<file path="config.mk">
export PLATFORM = sky130hd
export DESIGN_NAME = kmrc_menu_ctrl
export DESIGN_NICKNAME = d
export VERILOG_FILES = /design/src/hw/kmrc_pkg.sv /design/src/hw/kmrc_menu_ctrl.sv /design/src/hw/kmrc_key_filter.sv
export SDC_FILE = /design/constraint.sdc
export NUM_CORES = 1
export LEC_CHECK = 0
export BUFFER_PORTS_ARGS = -buffer_cell sky130_fd_sc_hd__buf_2
export CAP_MARGIN = 20
export CELL_PAD_IN_SITES_DETAIL_PLACEMENT = 1
export CELL_PAD_IN_SITES_GLOBAL_PLACEMENT = 1
export CORE_MARGIN = 5
export CORE_UTILIZATION = 47
export DETAILED_ROUTE_END_ITERATION = 8
export HOLD_SLACK_MARGIN = 0.06
export PLACE_DENSITY_LB_ADDON = 0.1
export REMOVE_ABC_BUFFERS = 1
export SETUP_SLACK_MARGIN = 0.4
export SLEW_MARGIN = 15
export SYNTH_ARGS = -nofsm -noshare
export SYNTH_HDL_FRONTEND = slang
export SYNTH_HIERARCHICAL = 1
export SYNTH_SLANG_ARGS = --single-unit
</file>
<file path="constraint.sdc">
create_clock -name sys_clk -period 2.6 [get_ports sys_clk]
set_clock_uncertainty 0.15 [all_clocks]
set_input_delay 0.26 -clock sys_clk [delete_from_list [all_inputs] [get_ports sys_clk]]
set_output_delay 0.26 -clock sys_clk [all_outputs]
set_load 0.03 [all_outputs]
</file>
<file path="src/hw/kmrc_pkg.sv">
package kmrc_pkg;

  // clock and timing, each time in its own unit
  localparam int unsigned CLK_HZ          = 40_000_000;
  localparam int unsigned KEY_DEBOUNCE_MS = 10;
  localparam int unsigned HOME_HOLD_S     = 2;
  localparam int unsigned BACKLIGHT_MIN   = 10;
  localparam int unsigned CFG_IDLE_MIN    = 10;
  localparam int unsigned FAULT_BLINK_MS  = 250;
  localparam int unsigned MS_CYCLES       = CLK_HZ / 1000;
  localparam int unsigned DEBOUNCE_CYCLES = KEY_DEBOUNCE_MS * MS_CYCLES;
  localparam int unsigned HOME_HOLD_MS    = HOME_HOLD_S * 1000;
  localparam int unsigned BACKLIGHT_MS    = BACKLIGHT_MIN * 60_000;
  localparam int unsigned CFG_IDLE_MS     = CFG_IDLE_MIN * 60_000;

  // key positions in the key vector
  localparam int unsigned NUM_KEYS   = 6;
  localparam int unsigned KEY_HOME   = 0;
  localparam int unsigned KEY_NEXT   = 1;
  localparam int unsigned KEY_PREV   = 2;
  localparam int unsigned KEY_STEP   = 3;
  localparam int unsigned KEY_PICK   = 4;
  localparam int unsigned KEY_ACCESS = 5;

  // configuration main menu entries
  localparam logic [2:0] ENTRY_CONVERTER = 3'h0;
  localparam logic [2:0] ENTRY_RESET     = 3'h1;
  localparam logic [2:0] ENTRY_SERVICE   = 3'h2;
  localparam logic [2:0] ENTRY_LANGUAGE  = 3'h3;
  localparam logic [2:0] ENTRY_RUN_SETUP = 3'h4;
  localparam logic [2:0] ENTRY_PASSCODE  = 3'h5;
  localparam logic [2:0] ENTRY_LAST      = 3'h5;
  localparam int unsigned RUN_PAGES      = 4;

  // passcode, four bcd digits
  localparam logic [15:0] FACTORY_PASSCODE = 16'h1000;
  localparam logic [4:0]  PASSCODE_NV_ADDR = 5'h14;

  // register offsets
  localparam logic [7:0] REG_CTRL     = 8'h00;
  localparam logic [7:0] REG_FORCE    = 8'h04;
  localparam logic [7:0] REG_PASSCODE = 8'h08;
  localparam logic [7:0] REG_STATUS   = 8'h0c;
  localparam logic [7:0] REG_SET_IDX  = 8'h10;
  localparam logic [7:0] REG_SET_DATA = 8'h14;

  // field positions and reset values
  localparam int unsigned CTRL_R1_FN_LSB  = 0;
  localparam int unsigned CTRL_R2_FN_LSB  = 2;
  localparam int unsigned FORCE_R1_EN     = 0;
  localparam int unsigned FORCE_R1_VAL    = 1;
  localparam int unsigned FORCE_R2_EN     = 2;
  localparam int unsigned FORCE_R2_VAL    = 3;
  localparam logic [3:0]  CTRL_RESET      = 4'h4;
  localparam logic [3:0]  FORCE_RESET     = 4'h0;

  // relay functions
  localparam logic [1:0] RFN_ERROR     = 2'h0;
  localparam logic [1:0] RFN_DIRECTION = 2'h1;
  localparam logic [1:0] RFN_SOUND     = 2'h2;

  typedef enum logic [2:0] {
    M_RUN, M_MODE, M_CODE, M_MAIN, M_SUB, M_EDIT
  } kmrc_menu_type;

  typedef struct packed {
    kmrc_menu_type menu;
    logic          write_ok;
    logic          change_sel;
    logic [2:0]    run_page;
    logic [2:0]    entry;
    logic [1:0]    item;
    logic [1:0]    digit;
    logic [15:0]   value;
  } kmrc_disp_type;

  typedef struct packed {
    logic        conv_we;
    logic        sensor_we;
    logic [4:0]  addr;
    logic [15:0] data;
  } kmrc_nv_type;

  typedef struct packed {
    logic fault;
    logic reverse;
    logic sound_out;
    logic selftest_done;
  } kmrc_sense_type;

  typedef struct packed {
    logic [1:0]    item;
    logic [2:0]    entry;
    logic          relay2;
    logic          relay1;
    logic          fault;
    logic          backlight;
    logic          write_ok;
    kmrc_menu_type menu;
  } kmrc_status_type;

  // last item index of each entry's submenu
  function automatic logic [1:0] items_last(input logic [2:0] entry);
    case (entry)
      ENTRY_CONVERTER: items_last = 2'h2;
      ENTRY_RESET:     items_last = 2'h1;
      ENTRY_SERVICE:   items_last = 2'h1;
      ENTRY_RUN_SETUP: items_last = 2'h3;
      default:         items_last = 2'h0;
    endcase
  endfunction

endpackage

</file>
<file path="src/hw/kmrc_menu_ctrl.sv">
// Functional notes
// - home key always returns to run menu
// - next and previous keys step the list
// - step changes digit, pick selects digit
// - access key unlocks and opens submenu below
// - committed settings written to both memories
// - key press lights display, off after 10min
// - fault shows flashing triangles in fault field
// - config entered after 2s home hold
// - config has view and change modes
// - change mode needs passcode, factory 1000
// - power-up starts in run menu flow page
// - main menu has six entries, next steps
// - submenus exit only to run, by home or config idle
// - converter setup holds three submenus
// - compact unit: one assignable relay
// - rack: relay1 any, relay2 direction/sound
// - relay energized on normal, reverse, out-of-range
// - config idle 10min returns to run menu; timer runs from config entry, key presses do not restart it
// - home held through self-test restores 1000
// - service forces cancelled on leaving service
//
// Implementation choices: the address-and-strobe port and the placing of the registers.
module kmrc_menu_ctrl #(
  parameter bit          RACK_UNIT       = 1'b1,
  parameter int unsigned MS_CYCLES       = kmrc_pkg::MS_CYCLES,
  parameter int unsigned DEBOUNCE_CYCLES = kmrc_pkg::DEBOUNCE_CYCLES,
  parameter int unsigned HOME_HOLD_MS    = kmrc_pkg::HOME_HOLD_MS,
  parameter int unsigned BACKLIGHT_MS    = kmrc_pkg::BACKLIGHT_MS,
  parameter int unsigned CFG_IDLE_MS     = kmrc_pkg::CFG_IDLE_MS,
  parameter int unsigned FAULT_BLINK_MS  = kmrc_pkg::FAULT_BLINK_MS,
  parameter int unsigned RUN_PAGES       = kmrc_pkg::RUN_PAGES
) (
  // clock and reset
  input  wire logic                    sys_clk,
  input  wire logic                    srst,
  // front panel and process pins
  input  wire logic [5:0]              key_raw,
  input  wire logic                    fault_raw,
  input  wire logic                    reverse_raw,
  input  wire logic                    sound_out_raw,
  input  wire logic                    selftest_done_raw,
  // register port
  input  wire logic [7:0]              reg_addr,
  input  wire logic [31:0]             reg_wdata,
  input  wire logic                    reg_wr,
  input  wire logic                    reg_rd,
  output logic      [31:0]             reg_rdata,
  // display
  output kmrc_pkg::kmrc_disp_type      disp,
  output logic                         backlight_on,
  output logic                         fault_flash,
  // relays and nonvolatile store
  output logic                         relay1_on,
  output logic                         relay2_on,
  output kmrc_pkg::kmrc_nv_type        nv
);

  localparam int unsigned MS_W  = $clog2(MS_CYCLES + 1);
  localparam int unsigned HLD_W = $clog2(HOME_HOLD_MS + 1);
  localparam int unsigned BL_W  = $clog2(BACKLIGHT_MS + 1);
  localparam int unsigned CI_W  = $clog2(CFG_IDLE_MS + 1);
  localparam int unsigned BK_W  = $clog2(FAULT_BLINK_MS + 1);

  function automatic logic [15:0] bcd_step(input logic [15:0] v, input logic [1:0] d);
    logic [3:0]  nib;
    logic [15:0] r;
    nib = v[{d, 2'b00} +: 4];
    r   = v;
    r[{d, 2'b00} +: 4] = (nib >= 4'h9) ? 4'h0 : nib + 4'h1;
    return r;
  endfunction

  // error: normal energizes; direction: reverse; sound: out of range
  function automatic logic relay_drive(input logic [1:0] fn, input kmrc_pkg::kmrc_sense_type s);
    case (fn)
      kmrc_pkg::RFN_DIRECTION: relay_drive = s.reverse;
      kmrc_pkg::RFN_SOUND:     relay_drive = s.sound_out;
      default:                 relay_drive = ~s.fault;
    endcase
  endfunction

  kmrc_pkg::kmrc_sense_type sense_meta_q, sense_q;
  logic [5:0] key_lvl, key_press;

  always_ff @(posedge sys_clk) begin
    sense_meta_q <= {fault_raw, reverse_raw, sound_out_raw, selftest_done_raw};
    sense_q      <= sense_meta_q;
  end

  kmrc_key_filter #(
    .N             (kmrc_pkg::NUM_KEYS),
    .SAMPLE_CYCLES (DEBOUNCE_CYCLES)
  ) u_keys (
    .sys_clk (sys_clk),
    .srst    (srst),
    .raw     (key_raw),
    .level   (key_lvl),
    .press   (key_press)
  );

  logic [MS_W-1:0] ms_q;
  logic            ms_tick;
  assign ms_tick = (ms_q == MS_W'(MS_CYCLES - 1));
  always_ff @(posedge sys_clk) begin
    if (srst || ms_tick) begin
      ms_q <= '0;
    end else begin
      ms_q <= ms_q + MS_W'(1);
    end
  end

  // menu and edit state
  kmrc_pkg::kmrc_menu_type menu_q, menu_d;
  logic              chg_q, chg_d, permit_q, permit_d, boot_q, boot_d;
  logic [2:0]        page_q, page_d, entry_q, entry_d;
  logic [1:0]        item_q, item_d, dig_q, dig_d;
  logic [15:0]       val_q, val_d, code_q, code_d;
  logic [HLD_W-1:0]  hold_q, hold_d;
  logic [CI_W-1:0]   idle_q, idle_d;
  kmrc_pkg::kmrc_nv_type nv_q, nv_d;
  logic              set_we;
  logic [15:0]       settings [32];
  logic [4:0]        cur_idx, set_idx_q;
  logic [15:0]       cur_val;
  logic              in_service;

  assign cur_idx    = {entry_q, item_q};
  assign cur_val    = (entry_q == kmrc_pkg::ENTRY_PASSCODE) ? code_q : settings[cur_idx];
  assign in_service = (menu_q == kmrc_pkg::M_SUB || menu_q == kmrc_pkg::M_EDIT)
                      && entry_q == kmrc_pkg::ENTRY_SERVICE;

  always_comb begin
    logic commit;
    commit   = 1'b0;
    menu_d   = menu_q;
    chg_d    = chg_q;
    permit_d = permit_q;
    boot_d   = boot_q;
    page_d   = page_q;
    entry_d  = entry_q;
    item_d   = item_q;
    dig_d    = dig_q;
    val_d    = val_q;
    code_d   = code_q;
    set_we   = 1'b0;
    nv_d     = '0;
    hold_d   = key_lvl[kmrc_pkg::KEY_HOME] ? hold_q : '0;
    if (key_lvl[kmrc_pkg::KEY_HOME] && ms_tick && hold_q != HLD_W'(HOME_HOLD_MS)) begin
      hold_d = hold_q + HLD_W'(1);
    end
    idle_d = '0;
    if (menu_q != kmrc_pkg::M_RUN) begin
      idle_d = idle_q + ((ms_tick && idle_q != CI_W'(CFG_IDLE_MS)) ? CI_W'(1) : CI_W'(0));
    end
    if (reg_wr && reg_addr == kmrc_pkg::REG_PASSCODE) begin
      code_d = reg_wdata[15:0];
    end

    if (idle_q == CI_W'(CFG_IDLE_MS)) begin
      menu_d = kmrc_pkg::M_RUN;
      page_d = '0;
    end else if (key_press[kmrc_pkg::KEY_HOME]) begin
      menu_d   = kmrc_pkg::M_RUN;
      page_d   = '0;
      permit_d = 1'b0;
    end else if (key_lvl[kmrc_pkg::KEY_HOME] && ms_tick
                 && hold_q == HLD_W'(HOME_HOLD_MS - 1)) begin
      menu_d   = kmrc_pkg::M_MODE;
      chg_d    = 1'b0;
      permit_d = 1'b0;
    end else begin
      unique case (menu_q)
        kmrc_pkg::M_RUN: begin
          if (key_press[kmrc_pkg::KEY_NEXT]) begin
            page_d = (page_q == 3'(RUN_PAGES - 1)) ? 3'h0 : page_q + 3'h1;
          end else if (key_press[kmrc_pkg::KEY_PREV]) begin
            page_d = (page_q == 3'h0) ? 3'(RUN_PAGES - 1) : page_q - 3'h1;
          end
        end
        kmrc_pkg::M_MODE: begin
          if (key_press[kmrc_pkg::KEY_NEXT] || key_press[kmrc_pkg::KEY_PREV]) begin
            chg_d = ~chg_q;
          end else if (key_press[kmrc_pkg::KEY_ACCESS]) begin
            val_d = '0;
            dig_d = '0;
            if (chg_q) begin
              menu_d = kmrc_pkg::M_CODE;
            end else begin
              menu_d  = kmrc_pkg::M_MAIN;
              entry_d = '0;
            end
          end
        end
        kmrc_pkg::M_CODE: begin
          if (key_press[kmrc_pkg::KEY_STEP]) begin
            val_d = bcd_step(val_q, dig_q);
          end else if (key_press[kmrc_pkg::KEY_PICK]) begin
            dig_d = dig_q + 2'h1;
          end else if (key_press[kmrc_pkg::KEY_ACCESS]) begin
            permit_d = (val_q == code_q);
            menu_d   = kmrc_pkg::M_MAIN;
            entry_d  = '0;
          end
        end
        kmrc_pkg::M_MAIN: begin
          if (key_press[kmrc_pkg::KEY_NEXT]) begin
            entry_d = (entry_q == kmrc_pkg::ENTRY_LAST) ? 3'h0 : entry_q + 3'h1;
          end else if (key_press[kmrc_pkg::KEY_PREV]) begin
            entry_d = (entry_q == 3'h0) ? kmrc_pkg::ENTRY_LAST : entry_q - 3'h1;
          end else if (key_press[kmrc_pkg::KEY_ACCESS]) begin
            menu_d = kmrc_pkg::M_SUB;
            item_d = '0;
          end
        end
        kmrc_pkg::M_SUB: begin
          // no key leads back to the main menu from here
          if (key_press[kmrc_pkg::KEY_NEXT]) begin
            item_d = (item_q == kmrc_pkg::items_last(entry_q)) ? 2'h0 : item_q + 2'h1;
          end else if (key_press[kmrc_pkg::KEY_PREV]) begin
            item_d = (item_q == 2'h0) ? kmrc_pkg::items_last(entry_q) : item_q - 2'h1;
          end else if (key_press[kmrc_pkg::KEY_ACCESS] && permit_q) begin
            menu_d = kmrc_pkg::M_EDIT;
            val_d  = cur_val;
            dig_d  = '0;
          end
        end
        kmrc_pkg::M_EDIT: begin
          if (key_press[kmrc_pkg::KEY_STEP]) begin
            val_d = bcd_step(val_q, dig_q);
          end else if (key_press[kmrc_pkg::KEY_PICK]) begin
            dig_d = dig_q + 2'h1;
          end else if (key_press[kmrc_pkg::KEY_ACCESS]) begin
            menu_d = kmrc_pkg::M_SUB;
            commit = 1'b1;
          end
        end
      endcase
    end

    if (commit) begin
      nv_d = '{conv_we: 1'b1, sensor_we: 1'b1, addr: cur_idx, data: val_q};
      if (entry_q == kmrc_pkg::ENTRY_PASSCODE) begin
        code_d = val_q;
      end else begin
        set_we = 1'b1;
      end
    end

    // home held until self-tests finish restores the factory passcode
    if (boot_q && sense_q.selftest_done) begin
      boot_d = 1'b0;
      if (key_lvl[kmrc_pkg::KEY_HOME]) begin
        code_d = kmrc_pkg::FACTORY_PASSCODE;
        nv_d   = '{conv_we: 1'b1, sensor_we: 1'b1, addr: kmrc_pkg::PASSCODE_NV_ADDR,
                   data: kmrc_pkg::FACTORY_PASSCODE};
      end
    end
  end

  always_ff @(posedge sys_clk) begin
    if (srst) begin
      menu_q   <= kmrc_pkg::M_RUN;
      chg_q    <= 1'b0;
      permit_q <= 1'b0;
      boot_q   <= 1'b1;
      page_q   <= '0;
      entry_q  <= '0;
      item_q   <= '0;
      dig_q    <= '0;
      val_q    <= '0;
      code_q   <= kmrc_pkg::FACTORY_PASSCODE;
      hold_q   <= '0;
      idle_q   <= '0;
      nv_q     <= '0;
    end else begin
      menu_q   <= menu_d;
      chg_q    <= chg_d;
      permit_q <= permit_d;
      boot_q   <= boot_d;
      page_q   <= page_d;
      entry_q  <= entry_d;
      item_q   <= item_d;
      dig_q    <= dig_d;
      val_q    <= val_d;
      code_q   <= code_d;
      hold_q   <= hold_d;
      idle_q   <= idle_d;
      nv_q     <= nv_d;
    end
  end

  // settings copy held locally, not reset: loaded only by edit commits, read back through REG_SET_DATA
  always_ff @(posedge sys_clk) begin
    if (set_we) begin
      settings[cur_idx] <= val_q;
    end
  end

  // backlight, fault blink, relays, registers
  logic [BL_W-1:0] bl_q, bl_d;
  logic            bl_on_q, bl_on_d;
  logic [BK_W-1:0] bk_q, bk_d;
  logic            blink_q, blink_d, flash_q, flash_d;
  logic [3:0]      ctrl_q, ctrl_d, force_q, force_d;
  logic            r1_q, r1_d, r2_q, r2_d;
  logic [31:0]     rdata_q, rdata_d;
  logic [4:0]      set_idx_d;
  kmrc_pkg::kmrc_status_type st;

  assign st = '{item: item_q, entry: entry_q, relay2: r2_q, relay1: r1_q,
                fault: sense_q.fault, backlight: bl_on_q, write_ok: permit_q, menu: menu_q};

  always_comb begin
    logic [1:0] r2_fn;
    r2_fn   = ctrl_q[kmrc_pkg::CTRL_R2_FN_LSB +: 2];
    bl_d    = (bl_q != BL_W'(BACKLIGHT_MS) && ms_tick) ? bl_q + BL_W'(1) : bl_q;
    bl_on_d = bl_on_q && (bl_q != BL_W'(BACKLIGHT_MS));
    if (|key_press) begin
      bl_d    = '0;
      bl_on_d = 1'b1;
    end
    bk_d    = bk_q;
    blink_d = blink_q;
    if (ms_tick) begin
      bk_d = bk_q + BK_W'(1);
      if (bk_q == BK_W'(FAULT_BLINK_MS - 1)) begin
        bk_d    = '0;
        blink_d = ~blink_q;
      end
    end
    flash_d = sense_q.fault & blink_q;
    ctrl_d  = (reg_wr && reg_addr == kmrc_pkg::REG_CTRL) ? reg_wdata[3:0] : ctrl_q;
    force_d = force_q;
    if (!in_service) begin
      force_d = kmrc_pkg::FORCE_RESET;
    end else if (reg_wr && reg_addr == kmrc_pkg::REG_FORCE) begin
      force_d = reg_wdata[3:0];
    end
    set_idx_d = (reg_wr && reg_addr == kmrc_pkg::REG_SET_IDX) ? reg_wdata[4:0] : set_idx_q;
    r1_d = relay_drive(ctrl_q[kmrc_pkg::CTRL_R1_FN_LSB +: 2], sense_q);
    if (force_q[kmrc_pkg::FORCE_R1_EN]) begin
      r1_d = force_q[kmrc_pkg::FORCE_R1_VAL];
    end
    // relay 2 has no error function; that code falls back to direction
    r2_d = relay_drive((r2_fn == kmrc_pkg::RFN_SOUND) ? kmrc_pkg::RFN_SOUND
                       : kmrc_pkg::RFN_DIRECTION, sense_q);
    if (force_q[kmrc_pkg::FORCE_R2_EN]) begin
      r2_d = force_q[kmrc_pkg::FORCE_R2_VAL];
    end
    r2_d    = r2_d & RACK_UNIT;
    rdata_d = '0;
    if (reg_rd) begin
      case (reg_addr)
        kmrc_pkg::REG_CTRL:     rdata_d = {28'h0, ctrl_q};
        kmrc_pkg::REG_FORCE:    rdata_d = {28'h0, force_q};
        kmrc_pkg::REG_PASSCODE: rdata_d = {16'h0, code_q};
        kmrc_pkg::REG_STATUS:   rdata_d = {19'h0, st};
        kmrc_pkg::REG_SET_IDX:  rdata_d = {27'h0, set_idx_q};
        kmrc_pkg::REG_SET_DATA: rdata_d = {16'h0, settings[set_idx_q]};
        default:                rdata_d = '0;
      endcase
    end
  end

  always_ff @(posedge sys_clk) begin
    if (srst) begin
      bl_q      <= '0;
      bl_on_q   <= 1'b1;
      bk_q      <= '0;
      blink_q   <= 1'b0;
      flash_q   <= 1'b0;
      ctrl_q    <= kmrc_pkg::CTRL_RESET;
      force_q   <= kmrc_pkg::FORCE_RESET;
      set_idx_q <= '0;
      r1_q      <= 1'b0;
      r2_q      <= 1'b0;
      rdata_q   <= '0;
    end else begin
      bl_q      <= bl_d;
      bl_on_q   <= bl_on_d;
      bk_q      <= bk_d;
      blink_q   <= blink_d;
      flash_q   <= flash_d;
      ctrl_q    <= ctrl_d;
      force_q   <= force_d;
      set_idx_q <= set_idx_d;
      r1_q      <= r1_d;
      r2_q      <= r2_d;
      rdata_q   <= rdata_d;
    end
  end

  assign disp = '{menu: menu_q, write_ok: permit_q, change_sel: chg_q, run_page: page_q,
                  entry: entry_q, item: item_q, digit: dig_q,
                  value: (menu_q == kmrc_pkg::M_CODE || menu_q == kmrc_pkg::M_EDIT)
                         ? val_q : 16'h0000};
  assign backlight_on = bl_on_q;
  assign fault_flash  = flash_q;
  assign relay1_on    = r1_q;
  assign relay2_on    = r2_q;
  assign nv           = nv_q;
  assign reg_rdata    = rdata_q;

endmodule

</file>
<file path="src/hw/kmrc_key_filter.sv">
module kmrc_key_filter #(
  parameter int unsigned N             = 6,
  parameter int unsigned SAMPLE_CYCLES = 400_000
) (
  // clock and reset
  input  wire logic         sys_clk,
  input  wire logic         srst,
  // raw pins and filtered result
  input  wire logic [N-1:0] raw,
  output logic      [N-1:0] level,
  output logic      [N-1:0] press
);

  localparam int unsigned CW = $clog2(SAMPLE_CYCLES + 1);

  logic [N-1:0]  meta_q;
  logic [N-1:0]  sync_q;
  logic [N-1:0]  samp_q, samp_d;
  logic [N-1:0]  stab_q, stab_d;
  logic [N-1:0]  press_q, press_d;
  logic [CW-1:0] cnt_q, cnt_d;

  always_ff @(posedge sys_clk) begin
    meta_q <= raw;
    sync_q <= meta_q;
  end

  // accept a level only when two samples a debounce period apart agree
  always_comb begin
    cnt_d   = cnt_q + CW'(1);
    samp_d  = samp_q;
    stab_d  = stab_q;
    press_d = '0;
    if (cnt_q == CW'(SAMPLE_CYCLES - 1)) begin
      cnt_d  = '0;
      samp_d = sync_q;
      for (int i = 0; i < N; i++) begin
        if (sync_q[i] == samp_q[i]) begin
          stab_d[i]  = sync_q[i];
          press_d[i] = sync_q[i] & ~stab_q[i];
        end
      end
    end
  end

  always_ff @(posedge sys_clk) begin
    if (srst) begin
      cnt_q   <= '0;
      samp_q  <= '0;
      stab_q  <= '0;
      press_q <= '0;
    end else begin
      cnt_q   <= cnt_d;
      samp_q  <= samp_d;
      stab_q  <= stab_d;
      press_q <= press_d;
    end
  end

  assign level = stab_q;
  assign press = press_q;

endmodule

</file>
* Word-level counts from Yosys, hierarchy flattened
Memories as Yosys holds them, arrays and structs flattened. A register that Yosys moved wholly into a read port is not among the register bits. Index checks and enable logic that the tools add are counted. W data, S select, Z words.
Operators by class: add/subtract/negate cells 15, order comparisons 1, equal/unequal tests 70, shifts and indexed selects 3, muxes and demuxes 103, bitwise logic cells 29, reductions and logical operators 64
Operators by type and width (count):
- $mux W16 | 13
- $pmux W16 S6 | 1
- $mux W3 | 27
- $mux W23 | 3
- $pmux W16 S3 | 1
- $ne A20 B20 Y1 const B | 2
- $mux W2 | 19
- $ne A3 B3 Y1 const B | 11
- $reduce_and A13 Y1 | 2
- $mux W1 | 25
- $ne A2 B2 Y1 const B | 12
- $mux W11 | 2
- $not A1 Y1 | 22
- $reduce_and A11 Y1 | 2
- $reduce_or A3 Y1 | 7
- $add A20 B1 Y20 | 1
- $add A20 B1 Y20 const B | 1
- $eq A20 B20 Y1 const B | 1
- $add A19 B1 Y19 const B | 1
- $eq A19 B19 Y1 const B | 1
- $add A16 B1 Y16 const B | 1
- $bwmux W16 | 1
- $eq A16 B16 Y1 | 1
- $eq A16 B16 Y1 const B | 1
- 55 further kinds | 127
Word-level totals: register bits 253, memory bits (writable) 512, input port bits 54, word-level logic and storage cells 339, memories 1
Memories:
- settings | depth 32, bits a word 16, read ports 2, clocked after Yosys merged registers in 1, wr ports 1, RTL line kmrc_menu_ctrl.sv:123 | logic [15:0] settings [32];

* Depth between registers and ports, before layout
depth after elaboration 12, mapped depth 12, mapped depth without buffers 12

* Cells and area by module
Netlist, hierarchy kept.
By module, submodules not included:
- kmrc_menu_ctrl | times used 1, cells each 2254, area an instance 32735.1 um^2, seq. area each 19218.4 um^2
- kmrc_key_filter | times used 1, cells each 191, area an instance 1798.0 um^2, seq. area each 980.9 um^2

* Worst setup path after synthesis
OpenSTA, ideal clock, no wires.
path type reg2reg, from register menu_q[0], to memory settings[24][0], enable pin, library setup time 0.388 ns, data arrival time 2.467 ns, setup slack -0.406 ns, cell stages (with the launch flop) 7, cell sequence dfxtp_1 buf_2 clkbuf_1 and4_1 and4_1 nand2_1 nor2_1
On the way: longest elaborated chain between the ends 8
Ends and longest elaborated chain:
- start, declared | RTL line kmrc_menu_ctrl.sv:114 | kmrc_pkg::kmrc_menu_type menu_q, menu_d;
- start signal, assigned | RTL line kmrc_menu_ctrl.sv:263 | menu_q <= kmrc_pkg::M_RUN;
- start signal, assigned | RTL line kmrc_menu_ctrl.sv:277 | menu_q <= menu_d;
- $eq A3 B3 Y1 | RTL line kmrc_menu_ctrl.sv:173 | unique case (menu_q)
- $mux W1 | RTL line kmrc_menu_ctrl.sv:173
- $mux W1 | RTL line kmrc_menu_ctrl.sv:167 | end else if (key_lvl[kmrc_pkg::KEY_HOME] && ms_tick
- $mux W1 | RTL line kmrc_menu_ctrl.sv:163 | end else if (key_press[kmrc_pkg::KEY_HOME]) begin
- $mux W1 | RTL line kmrc_menu_ctrl.sv:160 | if (idle_q == CI_W'(CFG_IDLE_MS)) begin
- $mux W1 | RTL line kmrc_menu_ctrl.sv:241 | if (commit) begin
- $mux W1 | RTL line kmrc_menu_ctrl.sv:295 | if (set_we) begin
- $mux W1 (implied by the code) | RTL line kmrc_menu_ctrl.sv:296 | settings[cur_idx] <= val_q;
- end, declared | RTL line kmrc_menu_ctrl.sv:123
Every way passes these cells.

* Worst setup path after layout
from register ms_q[8], to memory settings[18][11], enable pin
On the way: longest elaborated chain between the ends 9
Ends and longest elaborated chain:
- start, declared | RTL line kmrc_menu_ctrl.sv:102 | logic [MS_W-1:0] ms_q;
- start signal, assigned | RTL line kmrc_menu_ctrl.sv:109 | ms_q <= ms_q + MS_W'(1);
- $eq A16 B16 Y1 | RTL line kmrc_menu_ctrl.sv:104 | assign ms_tick = (ms_q == MS_W'(MS_CYCLES - 1));
- $logic_and A1 B1 Y1 | RTL line kmrc_menu_ctrl.sv:167
- $logic_and A1 B1 Y1 | RTL line kmrc_menu_ctrl.sv:168 | && hold_q == HLD_W'(HOME_HOLD_MS - 1)) begin
- $mux W1 | RTL line kmrc_menu_ctrl.sv:167
- $mux W1 | RTL line kmrc_menu_ctrl.sv:163
- $mux W1 | RTL line kmrc_menu_ctrl.sv:160
- $mux W1 | RTL line kmrc_menu_ctrl.sv:241
- $mux W1 | RTL line kmrc_menu_ctrl.sv:295
- $mux W1 (implied by the code) | RTL line kmrc_menu_ctrl.sv:296
Every way passes these cells.

==> summary.txt <==
Async S/R FF share, synth -> 0%
Skew-Pair Late Insertion Delay -> 0.67 ns
FF+latch count, synth -> 753
Final net count -> 3,200
Fin worst setup slack -> -0.256 ns
Number of flops mapped to enable cells by yosys -> 512
R2R setup slack -> -0.26 ns
Number of remaining DRC errors -> 0
Crit path capture -> settings[18][11]
Tcrit/Tclk final -> 110%
Synth Cell Area -> 0.0345 sq mm
Largest net degree at the start of global routing -> 43
Layout cells sized above 1 -> 42.8%
Die Area -> 0.0790 sq mm
Port buffer count -> 111
GRT Resource Usage Total -> 31.6%
WP data arrival -> 3.11 ns
Ranking of synthesized cells by area -> edfxtp_1 (45%), mux4_2 (15%), dfxtp_1 (14%)
Pre-antenna DRT Iters -> 5
Clock sinks -> 753
Clock buffer count from CTS -> 83
Final Cell Area -> 0.0472 sq mm
Global-route wire length before repair -> 184,000 microns
Worst setup startpoint -> ms_q[8]
Register area share after synthesis -> 58.5%
Min Tclk post-route -> 2.86 ns
CP max stage delay -> 0.55 ns
Routed vias -> 27,500
FF-to-FF End -> settings[18][11]
Unique masters post-synth -> 84
Max IR drop VDD -> 0.879 mV
Syn Area/Cell -> 14.1 sq um
Critical path type -> reg2reg
RSZ-0062 raised after global routing -> yes
Initial antenna violation count -> 3
Worst hold path class -> in2reg
Slew Limit Headroom -> 46.1%
# setup viols final -> 494
Share of the synthesized area in the top cell type -> 44.5%
Max FO, Critical Path -> 6
Root Driver -> clkbuf_16
Core Box Area -> 0.0730 sq mm
Worst Tran Pin Value -> 0.809 ns
FILL cells -> 6,606
Levels on crit path -> 10
Final Hold Vio Count -> 0
Final GP Congestion -> 0.948
Area grow syn2layout -> 36.7%
R2R depth -> 10
Slew Viols, Final -> 0
Longest Clk Path Bufs -> 3
Violated checks -> setup timing
Area leader, netlist -> edfxtp_1
DP Area -> 0.0391 sq mm
Vias in the first global route -> 26,800
Buffers & Inverters on Critical Path -> 4
Crit. End Element -> flop
Setup TNS -> -86.03 ns
I/O pins -> 144
CP required -> 2.85 ns
Critical path's slowest cell -> or4b_4
Power per cell area -> 538 mW/mm^2
Initial Utilization -> 47.3%
Worst reg2reg path startpoint -> ms_q[8]
FMAX -> 350 MHz
Die height -> 281 microns
Cells after DPL -> 3,774
Startpoint types -> flop
Routed WL -> 145,000 microns
Top delay family on crit path -> simple AND/OR/NAND/NOR gates
CTS H-Tree Depth -> 3
Gr ovfl total -> 0
DRT iter0 DRCs -> 3,671
Routed vias/inst -> 6.64
Top_reg_cell synth -> edfxtp_1
Status -> finished, violations left
WHS -> 0.103 ns
Syn Inst Count -> 2,445
CTS tree -> done
CP most frequent cell -> buf_6
Detailed placer's ending HPWL -> 87,200 microns
CTS clk-pin slew, worst paths -> 0.06 ns
Routed Antenna Nets -> 0
Static Leak -> 0.0160 uW
Max cap viols -> 0
Dpl ws -> -0.478 ns
Final Non-Filler Cells -> 4,146
Post-DR wirelength/cell -> 35.0 microns
# rows -> 99
Warnings, synthesis -> 6
Worst-path cell chain -> or4b_4 > nor4_4 > nand3_2 > and4_1 > buf_6 > nand2_4 > buf_6 > buf_8 > nor2_4 > buf_12
DIE WIDTH -> 281 microns
## placed cells by master, fill, tap and decap left out, types with 54 or more instances in the layout
master / instances
edfxtp_1: 512
buf_4: 312
mux4_2: 237
dfxtp_1: 223
nor2_1: 135
clkbuf_16: 119
mux2i_1: 104
buf_2: 95
nand2_1: 87
buf_6: 84
buf_12: 83
conb_1: 80
a21oi_1: 61
nand3_1: 60
xnor2_1: 56
o21ai_0: 54
## metal layers
metal	GRT usage [%]	share of wire [%]	vias to the layer above
met5	0	0.0090	-
met4	14.1	6.9	2
met3	7.14	12	547
met2	49.9	45	2164
met1	42.2	35	14000
li1	-	-	10900
## worst min-delay path by stage
stage / cells after the start / startpoint / slack, ns / endpoint
detailed placement: 0 / u_keys/meta_q[0] / 0.16 / u_keys/sync_q[0]
CTS: 2 / reverse_raw / 0.08 / sense_meta_q[2]
global route: 2 / reverse_raw / 0.10 / sense_meta_q[2]
floorplan: 0 / selftest_done_raw / 0.14 / sense_meta_q[0]
finish: 2 / fault_raw / 0.10 / sense_meta_q[3]
global placement: 0 / u_keys/meta_q[4] / 0.16 / u_keys/sync_q[4]
## through the flow
step | util, % | power [uW]
after floorplan | - | 13100
after global placement | 53.5 | 13200
after detailed placement | 53.6 | 13200
after CTS | 59.5 | 25400
after global routing | 64.7 | 26100
final | 64.7 | 25400
## timing repair
item,CTS,global route
setup endpoints to repair,634,647
gates resized for setup,117,490
pin swaps,25,132
hold buffers,30,0
buffers inserted,31,111
endpoints found under the hold margin,57,0
gates cloned,9,35
## synth_stat cells, types with 4 or more instances
cell and instances:
nor2_1 197, xnor2_1 56, clkbuf_1 83, a22oi_1 41, and2_1 24, a211oi_1 28
nand4b_1 4, nor3b_1 7, buf_1 12, buf_4 33, nand2b_1 22, nor4b_1 11
nand3b_1 6, nand3_1 72, buf_2 33, nand2_1 102, nor4_1 30, a221oi_1 13
or2_2 4, o32ai_1 5, o211ai_1 5, mux4_2 237, mux2_2 11, ha_1 30
nor3_1 44, o22ai_1 29, nor4bb_1 4, mux2i_1 113, edfxtp_1 512, a31oi_1 19
xor2_1 33, dfxtp_1 241, nand4_1 25, a21oi_1 80, o21ai_0 80, or3_1 19
nor2b_1 16, inv_1 46, a32oi_1 4, and4_1 5, and3_1 32
## registers in the layout (all words and copies together) (netlist names), 11 cells and up, named ones only
| register | flops |
|---|---|
| settings | 512 |
| nv | 22 |
| bl_q | 20 |
| idle_q | 20 |
| u_keys/cnt_q | 19 |
| code_q | 16 |
| ms_q | 16 |
| reg_rdata | 16 |
| val_q | 16 |
| hold_q | 11 |
## cells by family after synthesis
logic type	Yosys count	share of synthesized area, %
compound gates	345	6.42
xor+xnor	89	2.26
fa+ha+maj	30	1.09
buf+inv	211	2.82
flops	753	58.5
mux	361	19.1
other cells	1	0.0109
simple gates	655	9.83
## final cells by class
cell class | instances | area, sq um | share of cell area, %
antenna | 1 | 2.50 | 0.00530
clock buffer | 102 | 2210 | 4.69
clock inverter | 53 | 626 | 1.32
inverter | 48 | 184 | 0.390
multi-input combinational | 1562 | 15600 | 33.1
sequential | 753 | 20200 | 42.9
tap | 959 | 1200 | 2.54
timing repair buffer | 668 | 7140 | 15.1
## power breakdown
group	leakage (uW)	internal, uW	switching (uW)
registers	0.00638	12700	32.8
clock network	0.00138	7140	5260
logic	0.00824	102	190
## worst reg2reg max path: cells and delay by family, from the launching register on
kind,cells,cell delay (ns)
buffers and inverters,4,0.62
flip-flops,1,0.32
AND/OR/NAND/NOR,6,1.51
Power figures use the tool's default switching activity.
